`src/common/hw_option_pkg.sv`:
```
package hw_option_pkg;

  localparam int          OPTION_WIDTH   = 24;
  localparam int          HALF_K_SHIFT   = 9;
  localparam logic [15:0] FLASH_END_ADDR = 16'h7fff;
  localparam logic [15:0] APP_START_ADDR = 16'h0000;
  localparam logic [7:0]  PROG_LOCK_VALUE = 8'hff;

  // register byte offsets on the bus
  localparam logic [31:0] OFFS_OPTION_STATUS        = 32'h0000_0000;
  localparam logic [31:0] OFFS_WDOG_CTRL            = 32'h0000_0004;
  localparam logic [31:0] OFFS_POWER_CONTROL_THREE  = 32'h0000_0008;
  localparam logic [31:0] OFFS_APP_PROG_LOWER_BOUND = 32'h0000_000c;
  localparam logic [31:0] OFFS_BOOT_STATUS          = 32'h0000_0010;

  localparam int          DEBUG_PIN_ENABLE_BIT   = 0;
  localparam logic        DEBUG_PIN_ENABLE_RESET = 1'b1;
  localparam logic [2:0]  LOADER_SIZE_NONE       = 3'h0;
  localparam logic [2:0]  LOADER_SIZE_2K5        = 3'h4;
  localparam logic [3:0]  APP_SIZE_2K5           = 4'h5;

  typedef struct packed {
    logic       lock;
    logic [2:0] loader_size;
    logic       powerup_boot_select;
    logic       anyreset_boot_select;
    logic [3:0] app_prog_size;
    logic       bod_level_sel_hi;
    logic       bod_level_sel_lo;
    logic       first_brownout_reset_en;
    logic       second_brownout_reset_en;
    logic       wdog_reset_option;
    logic       wdog_nonstop_option;
    logic       wdog_autostart_option;
    logic       wdog_idle_option;
    logic       wdog_prescale_opt2;
    logic       wdog_prescale_opt1;
    logic       wdog_prescale_opt0;
    logic       wdog_write_protect_option;
    logic [1:0] spare;
  } option_type;

  typedef struct packed {
    logic       wdog_overflow_flag;
    logic       wdog_enable;
    logic       wdog_reset_enable;
    logic       wdog_nonstop;
    logic       wdog_idle_count;
    logic [2:0] wdog_prescale;
  } watchdog_control_reg_type;

  localparam option_type FACTORY_OPTIONS = '{loader_size: LOADER_SIZE_2K5, app_prog_size: APP_SIZE_2K5,
                                             default: '0};
  localparam watchdog_control_reg_type WDOG_CTRL_RESET = '0;

  typedef enum {FETCH_REQ, FETCH_WAIT, FETCH_DONE} fetch_state_type;

endpackage : hw_option_pkg

```
`src/core/bit_sync.sv`:
```
`timescale 1ns/1ps
module bit_sync #(
  parameter int WIDTH = 1
) (
  input  wire logic             clk,
  input  wire logic             rst_b,
  input  wire logic [WIDTH-1:0] async_in,
  output logic      [WIDTH-1:0] sync_out
);
  logic [WIDTH-1:0] meta_q;

  // first stage feeds only the second stage
  always_ff @(posedge clk or negedge rst_b) begin
    if (!rst_b) begin
      meta_q   <= '0;
      sync_out <= '0;
    end else begin
      meta_q   <= async_in;
      sync_out <= meta_q;
    end
  end
endmodule : bit_sync

```
`src/core/hardware_option_loader.sv`:
```
`timescale 1ns/1ps
module hardware_option_loader
  import hw_option_pkg::*;
(
  input  wire logic                    CLK,
  input  wire logic                    RST_B,
  input  wire logic                    HSEL,
  input  wire logic [31:0]             HADDR,
  input  wire logic [1:0]              HTRANS,
  input  wire logic                    HWRITE,
  input  wire logic [2:0]              HSIZE,
  input  wire logic [31:0]             HWDATA,
  input  wire logic                    HREADY,
  output logic                         HREADYOUT,
  output logic [31:0]                  HRDATA,
  output logic                         HRESP,
  output logic                         NVM_RD_REQ,
  input  wire logic                    NVM_RD_ACK,
  input  wire logic [OPTION_WIDTH-1:0] NVM_RD_DATA,
  input  wire logic                    NVM_ERASED,
  input  wire logic                    POWERUP_RESET,
  input  wire logic                    BROWNOUT_RESET_CAUSE,
  input  wire logic [7:0]              PGM_READ_RAW,
  output logic [7:0]                   PGM_READ_DATA,
  input  wire logic                    BROWNOUT_DETECTOR_FIRST,
  input  wire logic                    BROWNOUT_DETECTOR_SECOND,
  input  wire logic                    WDOG_OVERFLOW,
  output logic                         CPU_HOLD,
  output logic                         BOOT_FROM_LOADER,
  output logic [15:0]                  BOOT_START_ADDR,
  output logic [15:0]                  LOADER_START_ADDR,
  output logic [15:0]                  APP_PROG_LOWER_BOUND,
  output logic [1:0]                   BOD_SECOND_LEVEL,
  output logic                         BROWNOUT_RESET_REQ,
  output watchdog_control_reg_type     WATCHDOG_CONTROL_REG,
  output logic                         DEBUG_PIN_ENABLE
);
  option_type               fetch_word;
  logic                     fetch_valid;
  logic [1:0]               bod_sync;
  logic                     load_en;

  logic                     load_done_q, load_done_d;
  logic                     por_q, por_d;
  option_type               opt_q, opt_d;
  logic                     boot_q, boot_d;
  logic [15:0]              boot_addr_q, boot_addr_d;
  logic [15:0]              loader_start_q, loader_start_d;
  logic [15:0]              app_lb_q, app_lb_d;
  watchdog_control_reg_type wdog_q, wdog_d;
  logic                     debug_q, debug_d;
  logic                     bod_req_q, bod_req_d;
  logic [7:0]               prog_q, prog_d;

  logic                     wr_phase_q, wr_phase_d;
  logic                     rd_phase_q, rd_phase_d;
  logic [31:0]              addr_q, addr_d;
  logic [31:0]              hrdata_q, hrdata_d;
  logic [31:0]              rd_value;
  logic                     reg_write;
  logic [15:0]              new_loader_start;
  logic [3:0]               loader_halves;
  logic                     loader_exists;

  option_fetch u_fetch (
    .clk         (CLK),
    .rst_b       (RST_B),
    .nvm_rd_ack  (NVM_RD_ACK),
    .nvm_rd_data (NVM_RD_DATA),
    .nvm_erased  (NVM_ERASED),
    .nvm_rd_req  (NVM_RD_REQ),
    .word_valid  (fetch_valid),
    .word        (fetch_word)
  );

  // detector outputs are analog-side levels, so they are synchronised first
  bit_sync #(.WIDTH(2)) u_bod_sync (
    .clk      (CLK),
    .rst_b    (RST_B),
    .async_in ({BROWNOUT_DETECTOR_SECOND, BROWNOUT_DETECTOR_FIRST}),
    .sync_out (bod_sync)
  );

  function automatic logic [15:0] region_base(input logic [15:0] top, input logic [3:0] halves);
    region_base = top - 16'({12'h000, halves} << HALF_K_SHIFT);
  endfunction : region_base

  assign load_en       = fetch_valid && !load_done_q;
  // size code n stands for n+1 half-K blocks, 1K up to 4K
  assign loader_exists = (fetch_word.loader_size != LOADER_SIZE_NONE);
  // widen before adding so the 4K code does not wrap to zero
  assign loader_halves = loader_exists ? ({1'b0, fetch_word.loader_size} + 4'h1) : 4'h0;
  assign new_loader_start = region_base(FLASH_END_ADDR + 16'h0001, loader_halves);

  // option holding latches, boot decision and region bounds
  always_comb begin
    load_done_d    = load_done_q;
    por_d          = por_q;
    opt_d          = opt_q;
    boot_d         = boot_q;
    boot_addr_d    = boot_addr_q;
    loader_start_d = loader_start_q;
    app_lb_d       = app_lb_q;
    if (load_en) begin
      load_done_d    = 1'b1;
      por_d          = POWERUP_RESET;
      opt_d          = fetch_word;
      loader_start_d = new_loader_start;
      app_lb_d       = region_base(new_loader_start, fetch_word.app_prog_size);
      // brown-out resets always restart at the application start
      boot_d = loader_exists && !BROWNOUT_RESET_CAUSE &&
               (fetch_word.anyreset_boot_select || (fetch_word.powerup_boot_select && POWERUP_RESET));
      boot_addr_d = boot_d ? new_loader_start : APP_START_ADDR;
    end else if (reg_write && addr_q == OFFS_APP_PROG_LOWER_BOUND) begin
      app_lb_d = HWDATA[15:0];
    end
  end

  always_ff @(posedge CLK or negedge RST_B) begin
    if (!RST_B) begin
      load_done_q    <= 1'b0;
      por_q          <= 1'b0;
      opt_q          <= FACTORY_OPTIONS;
      boot_q         <= 1'b0;
      boot_addr_q    <= APP_START_ADDR;
      loader_start_q <= FLASH_END_ADDR + 16'h0001;
      app_lb_q       <= FLASH_END_ADDR + 16'h0001;
    end else begin
      load_done_q    <= load_done_d;
      por_q          <= por_d;
      opt_q          <= opt_d;
      boot_q         <= boot_d;
      boot_addr_q    <= boot_addr_d;
      loader_start_q <= loader_start_d;
      app_lb_q       <= app_lb_d;
    end
  end

  // watchdog control, debug pin switch, brown-out requests, programmer read path
  always_comb begin
    wdog_d    = wdog_q;
    debug_d   = debug_q;
    bod_req_d = load_done_q &&
                ((bod_sync[0] && opt_q.first_brownout_reset_en) ||
                 (bod_sync[1] && opt_q.second_brownout_reset_en));
    prog_d    = opt_q.lock ? PROG_LOCK_VALUE : PGM_READ_RAW;
    if (load_en) begin
      wdog_d.wdog_reset_enable = fetch_word.wdog_reset_option;
      wdog_d.wdog_nonstop      = fetch_word.wdog_nonstop_option;
      if (fetch_word.wdog_autostart_option && POWERUP_RESET) begin
        wdog_d.wdog_enable     = 1'b1;
        wdog_d.wdog_idle_count = fetch_word.wdog_idle_option;
        wdog_d.wdog_prescale   = {fetch_word.wdog_prescale_opt2, fetch_word.wdog_prescale_opt1,
                                  fetch_word.wdog_prescale_opt0};
      end
    end else if (reg_write && addr_q == OFFS_WDOG_CTRL) begin
      // the enable is set-only so a running watchdog cannot be stopped
      wdog_d.wdog_enable = wdog_q.wdog_enable | HWDATA[6];
      if (!opt_q.wdog_write_protect_option) begin
        wdog_d.wdog_reset_enable = HWDATA[5];
        wdog_d.wdog_nonstop      = HWDATA[4];
        wdog_d.wdog_idle_count   = HWDATA[3];
        wdog_d.wdog_prescale     = HWDATA[2:0];
      end
      if (!HWDATA[7]) begin
        wdog_d.wdog_overflow_flag = 1'b0;
      end
    end else if (reg_write && addr_q == OFFS_POWER_CONTROL_THREE) begin
      debug_d = HWDATA[DEBUG_PIN_ENABLE_BIT];
    end
    // an overflow in the clearing cycle is kept
    if (WDOG_OVERFLOW) begin
      wdog_d.wdog_overflow_flag = 1'b1;
    end
  end

  always_ff @(posedge CLK or negedge RST_B) begin
    if (!RST_B) begin
      wdog_q    <= WDOG_CTRL_RESET;
      debug_q   <= DEBUG_PIN_ENABLE_RESET;
      bod_req_q <= 1'b0;
      prog_q    <= PROG_LOCK_VALUE;
    end else begin
      wdog_q    <= wdog_d;
      debug_q   <= debug_d;
      bod_req_q <= bod_req_d;
      prog_q    <= prog_d;
    end
  end

  // bus slave: writes take no wait state, reads one so read data comes from a flop
  assign reg_write = wr_phase_q;

  always_comb begin
    rd_value = 32'h0000_0000;
    if (addr_q == OFFS_OPTION_STATUS) begin
      rd_value = {8'h00, opt_q};
    end else if (addr_q == OFFS_WDOG_CTRL) begin
      rd_value = {24'h00_0000, wdog_q};
    end else if (addr_q == OFFS_POWER_CONTROL_THREE) begin
      rd_value = {31'h0000_0000, debug_q};
    end else if (addr_q == OFFS_APP_PROG_LOWER_BOUND) begin
      rd_value = {16'h0000, app_lb_q};
    end else if (addr_q == OFFS_BOOT_STATUS) begin
      rd_value = {loader_start_q, 13'h0000, por_q, boot_q, load_done_q};
    end
  end

  always_comb begin
    wr_phase_d = 1'b0;
    rd_phase_d = 1'b0;
    addr_d     = addr_q;
    hrdata_d   = hrdata_q;
    if (rd_phase_q) begin
      hrdata_d = rd_value;
    end else if (HSEL && HTRANS[1] && HREADY) begin
      addr_d     = HADDR;
      wr_phase_d = HWRITE;
      rd_phase_d = !HWRITE;
    end
  end

  always_ff @(posedge CLK or negedge RST_B) begin
    if (!RST_B) begin
      wr_phase_q <= 1'b0;
      rd_phase_q <= 1'b0;
      addr_q     <= 32'h0000_0000;
      hrdata_q   <= 32'h0000_0000;
    end else begin
      wr_phase_q <= wr_phase_d;
      rd_phase_q <= rd_phase_d;
      addr_q     <= addr_d;
      hrdata_q   <= hrdata_d;
    end
  end

  assign HREADYOUT            = !rd_phase_q;
  assign HRDATA               = hrdata_q;
  assign HRESP                = 1'b0;
  assign PGM_READ_DATA        = prog_q;
  assign CPU_HOLD             = !load_done_q;
  assign BOOT_FROM_LOADER     = boot_q;
  assign BOOT_START_ADDR      = boot_addr_q;
  assign LOADER_START_ADDR    = loader_start_q;
  assign APP_PROG_LOWER_BOUND = app_lb_q;
  assign BOD_SECOND_LEVEL     = {opt_q.bod_level_sel_hi, opt_q.bod_level_sel_lo};
  assign BROWNOUT_RESET_REQ   = bod_req_q;
  assign WATCHDOG_CONTROL_REG = wdog_q;
  assign DEBUG_PIN_ENABLE     = debug_q;
endmodule : hardware_option_loader

```
`src/core/option_fetch.sv`:
```
`timescale 1ns/1ps
module option_fetch
  import hw_option_pkg::*;
(
  input  wire logic                    clk,
  input  wire logic                    rst_b,
  input  wire logic                    nvm_rd_ack,
  input  wire logic [OPTION_WIDTH-1:0] nvm_rd_data,
  input  wire logic                    nvm_erased,
  output logic                         nvm_rd_req,
  output logic                         word_valid,
  output option_type                   word
);
  fetch_state_type state_q;
  fetch_state_type state_d;
  option_type      word_q;
  option_type      word_d;

  always_comb begin
    state_d = state_q;
    word_d  = word_q;
    case (state_q)
      FETCH_REQ: begin
        state_d = FETCH_WAIT;
      end
      FETCH_WAIT: begin
        if (nvm_rd_ack) begin
          // an erased array reads as every option off, no regions
          word_d  = nvm_erased ? option_type'('0) : option_type'(nvm_rd_data);
          state_d = FETCH_DONE;
        end
      end
      default: begin
        state_d = FETCH_DONE;
      end
    endcase
  end

  always_ff @(posedge clk or negedge rst_b) begin
    if (!rst_b) begin
      state_q <= FETCH_REQ;
      word_q  <= FACTORY_OPTIONS;
    end else begin
      state_q <= state_d;
      word_q  <= word_d;
    end
  end

  assign nvm_rd_req = (state_q == FETCH_WAIT);
  assign word_valid = (state_q == FETCH_DONE);
  assign word       = word_q;
endmodule : option_fetch
```
`config.mk`:
```
export PLATFORM = sky130hd
export DESIGN_NAME = hardware_option_loader
export DESIGN_NICKNAME = d
export VERILOG_FILES = /design/src/common/hw_option_pkg.sv /design/src/core/bit_sync.sv /design/src/core/hardware_option_loader.sv /design/src/core/option_fetch.sv
export SDC_FILE = /design/constraint.sdc
export NUM_CORES = 1
export LEC_CHECK = 0
export BUFFER_PORTS_ARGS = -buffer_cell sky130_fd_sc_hd__buf_4
export CORE_UTILIZATION = 40
export CTS_CLUSTER_DIAMETER = 100
export CTS_CLUSTER_SIZE = 8
export DETAILED_ROUTE_END_ITERATION = 16
export GPL_TIMING_DRIVEN = 0
export PLACE_DENSITY = 0.67
export SYNTH_ARGS = -nofsm -noshare
export SYNTH_HDL_FRONTEND = slang
export SYNTH_HIERARCHICAL = 1
export SYNTH_SLANG_ARGS = --single-unit
```
`constraint.sdc`:
```
create_clock -name CLK -period 2.95 [get_ports CLK]
set_clock_uncertainty 0.1 [all_clocks]
set_input_delay 0.59 -clock CLK [delete_from_list [all_inputs] [get_ports CLK]]
set_output_delay 0.59 -clock CLK [all_outputs]
set_load 0.005 [all_outputs]
```
# After elaboration in Yosys (flattened, before gate mapping)
# Index checks and enable logic that the tools add are counted.
[word_totals]
ff_bits = 219
input_bits = 113
output_inout_bits = 105
elab_cells = 134
[classes]
add_sub_neg = 3
eq_ne = 12
mux = 25
bitwise_logic = 4
reduce_logical = 32
[op_table]
columns = ["op", "n"]
rows = [
  ["two-way mux 32 bit", 6],
  ["== test 32 x 3 -> 1 bit, second input constant", 2],
  ["== test 32 x 4 -> 1 bit, second input constant", 2],
  ["logical NOT 32 bit", 2],
  ["one-hot mux 32 bit (2 select lines)", 1],
  ["two-way mux 16 bit", 3],
  ["== test 32 x 1 -> 1 bit, second input constant", 1],
  ["== test 32 x 2 -> 1 bit, second input constant", 1],
  ["== test 32 x 5 -> 1 bit, second input constant", 1],
  ["two-way mux 24 bit", 1],
  ["two-way mux 8 bit", 2],
  ["subtractor 16 x 13 -> 16 bit", 1],
  ["subtractor 16 x 13 -> 16 bit, first input constant", 1],
  ["logical AND 1 bit", 13],
  ["AND reduction 3 bit", 3],
  ["two-way mux 1 bit", 8],
  ["two-way mux 4 bit", 2],
  ["AND reduction 2 bit", 4],
  ["two-way mux 7 bit", 1],
  ["two-way mux 6 bit", 1],
  ["inequality test 2 bit, second input constant", 3],
  ["nonzero test 2 bit", 3],
  ["adder 3 x 1 -> 4 bit, second input constant", 1],
  ["logical NOT 1 bit", 4],
  ["other kinds (5)", 9],
]

# Logic depth before layout (Yosys ltp)
# Gate-level depths: netlist of run 1.
[logic_depth]
word_depth = 6
depth_mapped = 12
ltp_nobuf = 12

# Cells and area by module
# The synthesis of run 1 kept the hierarchy.
[by_module_without_submodules]
columns = ["mod", "n_inst", "cells_each", "area_each_um2", "seq_area_each_um2"]
rows = [
  ["hardware_option_loader", 1, 565, 6384.9, 3520.9],
  ["option_fetch", 1, 84, 1261.2, 654.4],
  ["bit_sync", 1, 4, 100.1, 100.1],
]

# Worst setup path before layout of run 1
# Ideal clock, no wire load.
[synth_path]
path_kind = "reg-to-reg"
from = "register u_fetch.word_q (netlist bit u_fetch/word[20])"
to = "register app_lb_q[12] (netlist: APP_PROG_LOWER_BOUND[12])"
setup_ns = 0.137
arrival_time_ns = 2.337
required_time_ns = 2.713
setup_slack_ns = 0.376
stages_incl_launch_ff = 12
path_buffers = 0
synth_period_minus_slack_ns = 2.574
path_cell_list = "dfrtp_1 > inv_1 > ha_1 > nand2_1 > nand2_1 > ha_1 > xnor2_1 > ha_1 > o21ai_0 > or3b_2 > a21oi_1 > a21oi_1"
[synth_between]
elab_chain_len = 5
word_cells_on_any_way = 6
cone_classes = "add/sub: 3; mux: 2; reduce/logical: 1"
[synth_rtl]
columns = ["element", "line", "source"]
rows = [
  ["start, declared", "option_fetch.sv:16", "option_type word_q;"],
  ["start signal, assigned", "option_fetch.sv:45", "word_q <= word_d;"],
  ["adder 3 x 1 -> 4 bit / nonzero test 3 bit (equally long branches)", "hardware_option_loader.sv:92, hardware_option_loader.sv:90", ""],
  ["two-way mux 4 bit (*)", "hardware_option_loader.sv:92", "assign loader_halves = loader_exists ? ({1'b0, fetch_word.loader_size} + 4'h1) : 4'h0;"],
  ["subtractor 16 x 13 -> 16 bit (*)", "hardware_option_loader.sv:85", "region_base = top - 16'({12'h000, halves} << HALF_K_SHIFT);"],
  ["via new_loader_start[11]", "hardware_option_loader.sv:61", "logic [15:0] new_loader_start;"],
  ["subtractor 16 x 13 -> 16 bit (*)", "hardware_option_loader.sv:85", ""],
  ["two-way mux 16 bit (*)", "hardware_option_loader.sv:104", "if (load_en) begin"],
  ["end signal, assigned", "hardware_option_loader.sv:127", "app_lb_q <= FLASH_END_ADDR + 16'h0001;"],
  ["end signal, assigned", "hardware_option_loader.sv:135", "app_lb_q <= app_lb_d;"],
  ["end, declared", "hardware_option_loader.sv:49", "logic [15:0] app_lb_q, app_lb_d;"],
]
# Mark *: on every way through the listed nets, which the timed path passes. The rest lies on a longest branch.
# A chain may end at the register's enable or synchronous reset.

# Worst setup path in the final report of run 1
# Ends and elaborated chain as after synthesis.

==> qor.csv, run 1 <==
stage,metric,value,unit
run_status,status,completed,
synthesis,synth_edf_count,0,
floorplan,fp.dieArea,19900,µm²
clocking,cts.clk_slew.worst_paths,70,ps
setup_path,crit_path_end_kind,flop,
setup_path,critPathArrivalTime,2990,ps
timing,whs,166,ps
final_layout,n_antenna_cell,0,
synthesis,synth-xor-area-share,0.565,%
floorplan,die_y,141,µm
final_layout,fin_nets,992,
setup_path,required,3110,ps
synthesis,synthAdderAreaFrac,1.39,%
timing,hold_violations,0,
clocking,cts-buffers-inserted,17,
place,finalWeightedCongestion,0.821,
clocking,cts.path.max_buffers,2,
synthesis,synthMuxAreaShare,13.1,%
timing,slew-limit-headroom,54.4,%
global_routing,grt-ovfl-total,0,
floorplan,ios,218,
clocking,clockRootBuffer,clkbuf_16,
timing,period_share,95.9,%
drt,drc,0,
global_routing,grt_pass1_vias,5513,
timing,post-route-min-period,2830,ps
synthesis,syn_area_per_cell,11.9,µm²
floorplan,start_util,41.1,%
place,dpl.hpwl,14500,µm
synthesis,synth_area,7750,µm²
final_layout,fin_area,10200,µm²
synthesis,ys_async_sr_fraction,100,%
place,placed_area,9510,µm²
synthesis,synth_compound_area_share,9.85,%
timing,clock.fmax,354,MHz
place,dp_cells,1110,
timing,setup_ws,122,ps
synthesis,synthSimpleGateAreaFrac,14.1,%
clocking,clk_latency,430,ps
place,port_buffers,177,
power_and_ir_drop,combPwrFrac,21.1,%
timing,grt_setup_unrepaired,false,
floorplan,die_x,141,µm
power_and_ir_drop,irDropWorstVdd,400,µV
run,drv_cap,0,
setup_path,cp_slowest_cell,dfrtp_2,
final_layout,area_delta_synth_final,31.7,%
setup_path,crit_type,reg2reg,
timing,worstMarginPinSlew,683,ps
global_routing,antenna_found_initial,0,
floorplan,coreArea,18800,µm²
floorplan,num_rows,50,
setup_path,crit_chain,inv_2 > ha_1 > nand2_1 > nand2_2 > ha_2 > ha_1 > nor2b_1 > o21ai_0 > or3b_2 > a21oi_1 > a21oi_1,
final_layout,drive_above_1_share,40.4,%
drt,num_vias,5599,
setup_path,crit_family,simple AND/OR/NAND/NOR gates,
power_and_ir_drop,p_leak,0.00489,µW
setup_path,cpPeakStageDelay,450,ps
clocking,tritoncts,done,
drt,routed_wl,19800,µm
drt,via_per_inst,4.89,
timing,drv_slew,0,
drt,antenna_left,0,
power_and_ir_drop,power.density,672,nW/µm²
power_and_ir_drop,switchingPower,1890,µW
setup_path,worstPathMaxFanout,7,
clocking,htreeDepth,4,
synthesis,netlist_instances,653,
power_and_ir_drop,p_sw_share,27.6,%
power_and_ir_drop,p_clk_share,36.1,%
synthesis,ys_ff_latch,170,
synthesis,yosysSeqAreaShare,55.2,%
global_routing,grt_usage,20.7,%
setup_path,path_buf_inv,1,
global_routing,grt_max_degree,114,
timing,setup-tns-final,0,ps
timing,setup_viol,0,
setup_path,start_kind,flop,
hold_path,hold_class,in2reg,
synthesis,yosys_most_used_dff,dfrtp_1,
drt,dr.pass1.iters,5,
synthesis,ys_types,55,
place,place_worst_setup_slack,-107,ps
final_layout,final_cells,1144,
clocking,cts.sinks,170,
global_routing,grt_pass1_wl,30800,µm
synthesis,yosys_warnings,6,
power_and_ir_drop,power_frac_seq,42.7,%
drt,wl_per_cell,17.3,µm
synthesis,synth_top_family_by_area,simple AND/OR/NAND/NOR gates,
drt,initialDrtViolationCount,297,
power_and_ir_drop,p_int,4960,µW
## state kept, by name, indices dropped and copies added, names as in the netlist
signal / cells
addr_q: 32
HRDATA: 31
u_fetch/word: 24
opt_q: 22
APP_PROG_LOWER_BOUND: 16
PGM_READ_DATA: 8
WATCHDOG_CONTROL_REG: 8
BOOT_START_ADDR: 7
LOADER_START_ADDR: 7
BOD_SECOND_LEVEL: 2
u_bod_sync/meta_q: 2
u_bod_sync/sync_out: 2
u_fetch/state_q: 2
BOOT_FROM_LOADER: 1
BROWNOUT_RESET_REQ: 1
DEBUG_PIN_ENABLE: 1
load_done_q: 1
por_q: 1
rd_phase_q: 1
reg_write: 1
## cells in the final DEF, fill, tap and decap left out, types with 17 or more instances in the layout
cell / Yosys / routed
mux2_4: 20 / 20
inv_1: 23 / 22
conb_1: 1 / 20
mux2i_1: 23 / 23
clkbuf_1: 18 / 17
clkbuf_16: 0 / 17
nand2_1: 88 / 87
o21ai_0: 27 / 27
o2bb2ai_1: 18 / 18
buf_4: 22 / 199
dfrtp_1: 153 / 151
nor2_1: 20 / 20
mux2_2: 43 / 43
dfstp_2: 17 / 17
## cells by family after synthesis
family	count (synthesis)
xor gates and xnor gates	5
AOI/OAI and AO/OA	111
adders and majority gates	8
other	1
muxes	86
buffers and inverters	77
and+or+nand+nor	195
DFF	170
## what timing repair did
item	CTS	global route
gates resized for setup	3	7
hold endpoints to repair	10	0
gates cloned	0	0
setup buffers	1	0
endpoints found under the setup margin	4	8
pin swaps	1	0
hold buffers	1	0
## worst register-to-register path, stage by stage (launching register included)
cell	delay, ps
dfrtp_2	450
inv_2	70
ha_1	220
nand2_1	130
nand2_2	110
ha_2	370
ha_1	230
nor2b_1	140
o21ai_0	110
or3b_2	450
a21oi_1	200
a21oi_1	90
## cell type report
class	count	area (µm²)
Buffer	53	353
Clock buffer	18	439
Clock inverter	14	218
Fill cell	1661	8630
Inverter	24	90.1
Multi-Input combinational cell	425	3120
Sequential cell	170	4280
Tap cell	260	325
Timing Repair Buffer	180	1380
## cell usage after synthesis (all sizes together) (7+ instances only)
library cell  instances  area, µm²
a22oi                16        120
a22o                 13        114
buf                  35        284
clkbuf               18       67.6
o21ai                27        135
nor2b                16        100
nor2                 20       75.1
nand2                88        330
ha                    7       87.6
mux2                 63        785
a21oi                16       80.1
or2                  12       75.1
inv                  23       86.3
nand3                 9       45.0
o2bb2ai              18        158
dfstp                17        447
nor4                 11        169
dfrtp               153       3830
mux2i                23        230
and2b                16        120
## power by group through the flow
stage	clock network, µW	logic, µW	registers, µW
detailed placement	0	1390	2960
floorplan	0	873	2890
global route	2630	1600	2970
CTS	2520	1440	2930
finish	2480	1450	2930
global placement	0	1350	2960
## per-stage QoR
stage          util, %  total power, µW
3_5_place_dp      50.5             4350
6_report          54.2             6860
4_1_cts           54.1             6880
5_1_grt           54.2             7200
2_1_floorplan        -             3760
3_3_place_gp      50.3             4310
## layer usage
| layer | track usage (%) | vias to the layer above | share of wire, % |
|---|---|---|---|
| met4 | 5.21 | 0 | 1.1 |
| met2 | 32.9 | 181 | 46 |
| met3 | 5.03 | 14 | 5.5 |
| met1 | 28.4 | 2735 | 47 |
| li1 | - | 2669 | - |
| met5 | 0 | - | 0 |
## path summary, 6_finish.rpt
| kind | startpoint | end | slack, ps | cells past startpoint |
|---|---|---|---|---|
| worst min register to register | u_bod_sync/meta_q[0]$_DFF_PN0_ | u_bod_sync/sync_out[0]$_DFF_PN0_ | 250 | 0 |
| worst max register to register | u_fetch/word[20]$_DFFE_PN0P_ | APP_PROG_LOWER_BOUND[12]$_DFFE_PN0P_ | 120 | 11 |
| worst max-delay path | u_fetch/word[20]$_DFFE_PN0P_ | APP_PROG_LOWER_BOUND[12]$_DFFE_PN0P_ | 120 | 11 |
| min in group asynchronous | RST_B | u_fetch/word[6]$_DFFE_PN0P_ | 560 | 2 |
| worst min-delay path | BROWNOUT_DETECTOR_FIRST | u_bod_sync/meta_q[0]$_DFF_PN0_ | 170 | 1 |
| max in group asynchronous | RST_B | opt_q[22]$_DFFE_PN1P_ | 1290 | 3 |
Power figures use the tool's default switching activity.
==> run 2, diff against run 1 <==
CELL_PAD_IN_SITES_DETAIL_PLACEMENT = 1   (was default)
CELL_PAD_IN_SITES_GLOBAL_PLACEMENT = 1   (was default)
PLACE_DENSITY = 0.82   (was 0.67)
==> run 2 against run 1 <==
First-iteration DRC count increased by 0.67%. Fmax fell by 3.2%. Via count up 4.4%. Critical path depth unchanged. Final area barely moved. Clock-buffer cell count is 1 higher. Register-to-register slack worse by 90 ps. Utilization about the same. Critical path type unchanged. Largest cell class unchanged. Largest power group unchanged.
==> qor.csv, run 2 (same netlist as run 1, synthesis figures left out) <==
stage,metric,value,unit,change
drt,wl_per_cell,19.6,µm,+13%
place,finalWeightedCongestion,0.816,,-0.55%
drt,initialDrtViolationCount,299,,+0.67%
power_and_ir_drop,switchingPower,2070,µW,+9.3%
drt,num_vias,5846,,+4.4%
global_routing,grt_pass1_wl,35500,µm,+15%
power_and_ir_drop,combPwrFrac,23.0,%,+1.9 points
drt,routed_wl,22500,µm,+14%
timing,slew-limit-headroom,55.4,%,+0.95 points
setup_path,cp_slowest_cell,dfstp_2,,
clocking,htreeDepth,4,,unchanged
power_and_ir_drop,p_leak,0.00489,µW,about the same
timing,setup-tns-final,0,ps,unchanged
place,dpl.hpwl,16400,µm,+13%
clocking,cts.path.max_buffers,2,,unchanged
drt,drc,0,,unchanged
power_and_ir_drop,p_clk_share,34.4,%,-1.7 points
final_layout,final_cells,1146,,+0.17%
final_layout,fin_nets,994,,+0.20%
power_and_ir_drop,power_frac_seq,42.6,%,about the same
power_and_ir_drop,irDropWorstVdd,376,µV,-6.0%
setup_path,crit_chain,inv_1 > nand2_1 > nand2_2 > ha_4 > xnor2_4 > ha_1 > a21o_1 > a21oi_1 > o21ai_0 > a31oi_1 > a21oi_1,,
global_routing,grt_max_degree,124,,+8.8%
floorplan,coreArea,18800,µm²,unchanged
floorplan,start_util,41.1,%,unchanged
timing,clock.fmax,342,MHz,-3.2%
global_routing,grt-ovfl-total,0,,unchanged
clocking,clockRootBuffer,clkbuf_16,,
power_and_ir_drop,power.density,678,nW/µm²,+0.93%
final_layout,n_antenna_cell,0,,unchanged
final_layout,final_cell_mix,"201 x buf_4, 151 x dfrtp_1, 87 x nand2_1",,
clocking,clk_latency,430,ps,about the same
place,port_buffers,177,,unchanged
final_layout,largest_reg_flops,32,,unchanged
place,place_worst_setup_slack,-184,ps,-77.4 ps
timing,worstMarginPinSlew,669,ps,-14.2 ps
floorplan,die_x,141,µm,unchanged
final_layout,finish.utilization,54.2,%,about the same
setup_path,crit_type,reg2reg,,
run,drv_cap,0,,unchanged
timing,hold_violations,0,,unchanged
final_layout,fin_area,10200,µm²,about the same
power_and_ir_drop,p_int,4860,µW,-2.1%
floorplan,ios,218,,unchanged
clocking,cts.clk_slew.worst_paths,70,ps,about the same
run_status,status,completed,,
setup_path,cpPeakStageDelay,600,ps,+150 ps
power_and_ir_drop,p_sw_share,29.9,%,+2.3 points
setup_path,crit_top_cell,a21oi_1,,
global_routing,grt_usage,23.6,%,+2.9 points
timing,post-route-min-period,2920,ps,+92.9 ps
final_layout,layout_commonest_cell,buf_4,,
place,placed_area,9510,µm²,unchanged
global_routing,grt_pass1_vias,6363,,+15%
setup_path,start_kind,flop,,
setup_path,critPathArrivalTime,3150,ps,+160 ps
clocking,tritoncts,done,,
floorplan,fp.dieArea,19900,µm²,unchanged
final_layout,area_delta_synth_final,31.9,%,about the same
timing,setup_ws,29.5,ps,-92.9 ps
final_layout,largest_register,addr_q,,
hold_path,hold_class,in2reg,,
place,dp_cells,1110,,unchanged
clocking,cts.sinks,170,,unchanged
timing,period_share,99.0,%,+3.1 points
drt,antenna_left,0,,unchanged
setup_path,crit_path_end_kind,flop,,
timing,drv_slew,0,,unchanged
drt,dr.pass1.iters,4,,-1
final_layout,drive_above_1_share,40.4,%,about the same
timing,setup_viol,0,,unchanged
drt,via_per_inst,5.10,,+4.2%
floorplan,die_y,141,µm,unchanged
clocking,cts-buffers-inserted,17,,unchanged
global_routing,antenna_found_initial,0,,unchanged
setup_path,worstPathMaxFanout,6,,-1
setup_path,required,3180,ps,+70 ps
floorplan,num_rows,50,,unchanged
==> run 2: worst paths after layout <==
check	slack [ps]	end	from	cells past startpoint
worst max-delay path	30	APP_PROG_LOWER_BOUND[15]$_DFFE_PN1P_	u_fetch/word[22]$_DFFE_PN1P_	11
worst min-delay path	160	u_bod_sync/meta_q[1]$_DFF_PN0_	BROWNOUT_DETECTOR_SECOND	1
worst max register to register	30	APP_PROG_LOWER_BOUND[15]$_DFFE_PN1P_	u_fetch/word[22]$_DFFE_PN1P_	11
worst min register to register	260	u_bod_sync/sync_out[1]$_DFF_PN0_	u_bod_sync/meta_q[1]$_DFF_PN0_	0
max in group asynchronous	1250	addr_q[17]$_DFFE_PN0P_	RST_B	3
min in group asynchronous	540	u_fetch/state_q[1]$_DFFE_PN0P_	RST_B	2
==> run 2: power groups by stage <==
stage / clock [µW] / combinational (µW) / sequential [µW]
6_report: 2380 / 1590 / 2950
3_5_place_dp: 0 / 1440 / 2990
4_1_cts: 2420 / 1500 / 2950
5_1_grt: 2530 / 1720 / 2990
3_3_place_gp: 0 / 1360 / 2970
2_1_floorplan: 0 / 873 / 2890
==> run 2: per-stage QoR <==
| step | hold slack, ps | total power [µW] |
|---|---|---|
| 6_report | 162 | 6930 |
| 5_1_grt | 147 | 7240 |
| 4_1_cts | 150 | 6870 |
| 3_5_place_dp | 238 | 4420 |
| 3_3_place_gp | 233 | 4330 |
| 2_1_floorplan | 194 | 3760 |
==> run 2: layout make-up <==
class	count	area, µm²
sequential	170	4280
fill	2048	8620
inverter	24	90.1
timing repair buffer	182	1400
clock buffer	19	443
multi-input combinational	425	3150
tap	260	325
buffer	53	353
clock inverter	13	181
==> run 2: repair_timing <==
action,in CTS,in global routing
hold buffers,1,0
hold endpoints to repair,42,0
buffers inserted,0,3
gates resized for setup,4,7
setup endpoints to repair,4,5
pin swaps,1,2
==> run 2: worst max-delay path, delay by kind of cell (launching register included) <==
family          cells  cell delay, ps
compound gates      5             970
xor+xnor            1             190
fa+ha+maj           2             540
buf+inv             1             140
flops               1             600
simple gates        2             280
==> run 2: layer usage <==
metal | routed length (µm) | up-vias | track usage (%)
met1 | 9880 | 2950 | 31.4
met5 | 0 | - | 0
met4 | 316 | 0 | 6.58
met2 | 10900 | 203 | 38.3
li1 | - | 2668 | -
met3 | 1320 | 25 | 5.91
==> run 3, diff against run 2 <==
RECOVER_POWER = 25   (was default)
==> run 3 against run 2 <==
First-iteration DRC count down 15%. Die area unchanged. Clock power about the same. Routed wire length up 0.14%. Utilization down 0.76 points. The flow now finishes with violations (setup timing). Combinational power down 3%. Sequential cell count unchanged. Largest cell class unchanged. Final cell count unchanged. Via count up 0.15%. Critical path depth unchanged. Largest power group unchanged. Worst setup slack worse by 42 ps. Critical path type unchanged. Hold slack better by 22 ps.
==> qor.csv, run 3 (same netlist as run 1, synthesis figures left out) <==
stage,metric,value,unit,change
floorplan,fp.dieArea,19900,µm²,unchanged
run,drv_cap,0,,unchanged
final_layout,nFillCells,2066,,+0.88%
clocking,cts.clk_slew.worst_paths,70,ps,about the same
place,port_buffers,177,,unchanged
final_layout,final_cell_mix,"180 x buf_4, 151 x dfrtp_1, 87 x nand2_1",,
timing,slew-limit-headroom,15.8,%,-40 points
final_layout,largest_register,addr_q,,
clocking,clockRootBuffer,clkbuf_16,,
timing,period_share,100,%,+1.4 points
clocking,clk_latency,430,ps,about the same
place,placed_area,9510,µm²,unchanged
clocking,htreeDepth,4,,unchanged
final_layout,area_delta_synth_final,30.0,%,
setup_path,crit_type,reg2reg,,
drt,wl_per_cell,19.6,µm,+0.14%
timing,post-route-min-period,2960,ps,+42.4 ps
global_routing,grt_usage,23.6,%,unchanged
final_layout,layout_commonest_cell,buf_4,,
power_and_ir_drop,p_leak,0.00481,µW,-1.5%
timing,worstMarginPinSlew,1260,ps,+594 ps
drt,dr.pass1.iters,4,,unchanged
timing,setup-tns-final,-12.9,ps,-12.9 ps
timing,hold_violations,0,,unchanged
power_and_ir_drop,irDropWorstVdd,378,µV,+0.46%
power_and_ir_drop,power.density,682,nW/µm²,+0.61%
timing,setup_ws,-12.9,ps,-42.4 ps
clocking,cts-buffers-inserted,17,,unchanged
final_layout,fin_area,10100,µm²,-1.4%
hold_path,hold_class,in2reg,,
clocking,cts.sinks,170,,unchanged
timing,setup_viol,1,,+1
drt,via_per_inst,5.11,,+0.15%
timing,clock.fmax,338,MHz,-1.4%
place,finalWeightedCongestion,0.816,,unchanged
floorplan,ios,218,,unchanged
global_routing,grt_pass1_wl,35500,µm,unchanged
global_routing,grt_pass1_vias,6363,,unchanged
global_routing,grt-ovfl-total,0,,unchanged
final_layout,fin_nets,994,,unchanged
final_layout,largest_reg_flops,32,,unchanged
setup_path,start_kind,flop,,
drt,antenna_left,0,,unchanged
final_layout,drive_above_1_share,37.2,%,-3.2 points
run_status,status,"finished, violations left",,
floorplan,die_x,141,µm,unchanged
final_layout,final_cells,1146,,unchanged
clocking,tritoncts,done,,
setup_path,critPathArrivalTime,3200,ps,+50 ps
setup_path,crit_path_end_kind,flop,,
drt,num_vias,5855,,+0.15%
drt,initialDrtViolationCount,253,,-15%
clocking,cts.path.max_buffers,2,,unchanged
floorplan,die_y,141,µm,unchanged
run_status,violations,setup timing,,
timing,drv_slew,0,,unchanged
floorplan,coreArea,18800,µm²,unchanged
drt,routed_wl,22500,µm,+0.14%
setup_path,worstPathMaxFanout,6,,unchanged
setup_path,required,3180,ps,about the same
place,dpl.hpwl,16400,µm,unchanged
global_routing,antenna_found_initial,0,,unchanged
final_layout,n_antenna_cell,0,,unchanged
drt,drc,0,,unchanged
place,dp_cells,1110,,unchanged
floorplan,start_util,41.1,%,unchanged
global_routing,grt_max_degree,124,,unchanged
floorplan,num_rows,50,,unchanged
place,place_worst_setup_slack,-184,ps,unchanged
run 3: what timing repair did:
action,4_1_cts,5_1_grt
gates resized for setup,4,7
setup buffers,0,3
pin swaps,1,2
endpoints found under the setup margin,4,5
hold buffers,1,0
endpoints found under the hold margin,42,0
run 3: worst paths after layout:
check / startpoint / end / slack [ps] / cells past startpoint
worst max-delay path: u_fetch/word[22]$_DFFE_PN1P_ / APP_PROG_LOWER_BOUND[15]$_DFFE_PN1P_ / -10 / 11
worst min-delay path: BROWNOUT_DETECTOR_SECOND / u_bod_sync/meta_q[1]$_DFF_PN0_ / 180 / 1
worst max register to register: u_fetch/word[22]$_DFFE_PN1P_ / APP_PROG_LOWER_BOUND[15]$_DFFE_PN1P_ / -10 / 11
worst min register to register: u_bod_sync/meta_q[1]$_DFF_PN0_ / u_bod_sync/sync_out[1]$_DFF_PN0_ / 260 / 0
max in group asynchronous: RST_B / addr_q[23]$_DFFE_PN0P_ / 660 / 3
min in group asynchronous: RST_B / u_fetch/state_q[1]$_DFFE_PN0P_ / 850 / 2
run 3: worst max-delay path, cell delays in order (launching register included):
cell     delay, ps
dfstp_2        600
inv_1          140
nand2_1        150
nand2_2        130
ha_4           220
xnor2_4        190
ha_1           320
a21o_1         210
a21oi_1        280
o21ai_0        180
a31oi_1        260
a21oi_1         80
run 3: cell type report:
cell class                 count  area, µm²  share of cell area [%]
buffer                        53        313                    3.11
clock buffer                  19        443                    4.40
clock inverter                13        181                    1.80
inverter                      24       90.1                   0.895
multi-input combinational    425       3080                    30.6
sequential                   170       4280                    42.5
tap                          260        325                    3.23
timing repair buffer         182       1360                    13.5
run 3: per-stage QoR:
stage               total power [µW]  hold slack [ps]  utilization, %
finish                          6870              185            53.5
global route                    7190              170            53.5
CTS                             6870              150            54.0
detailed placement              4420              238            50.5
global placement                4330              233            50.3
floorplan                       3760              194               -
run 3: where the power goes:
| part | internal [µW] | switching [µW] | leakage [µW] |
|---|---|---|---|
| logic | 770 | 775 | 0.00236 |
| clock network | 1380 | 998 | 0.000303 |
| registers | 2660 | 290 | 0.00216 |
| total | 4810 | 2060 | 0.00481 |
run 3: routing by layer:
| metal | routed length, µm | up-vias | track usage (%) | share of wire, % |
|---|---|---|---|---|
| li1 | - | 2672 | - | - |
| met1 | 10000 | 2959 | 31.4 | 45 |
| met2 | 10900 | 196 | 38.3 | 48 |
| met3 | 1220 | 28 | 5.91 | 5.4 |
| met4 | 368 | 0 | 6.58 | 1.6 |
| met5 | 0 | - | 0 | 0 |
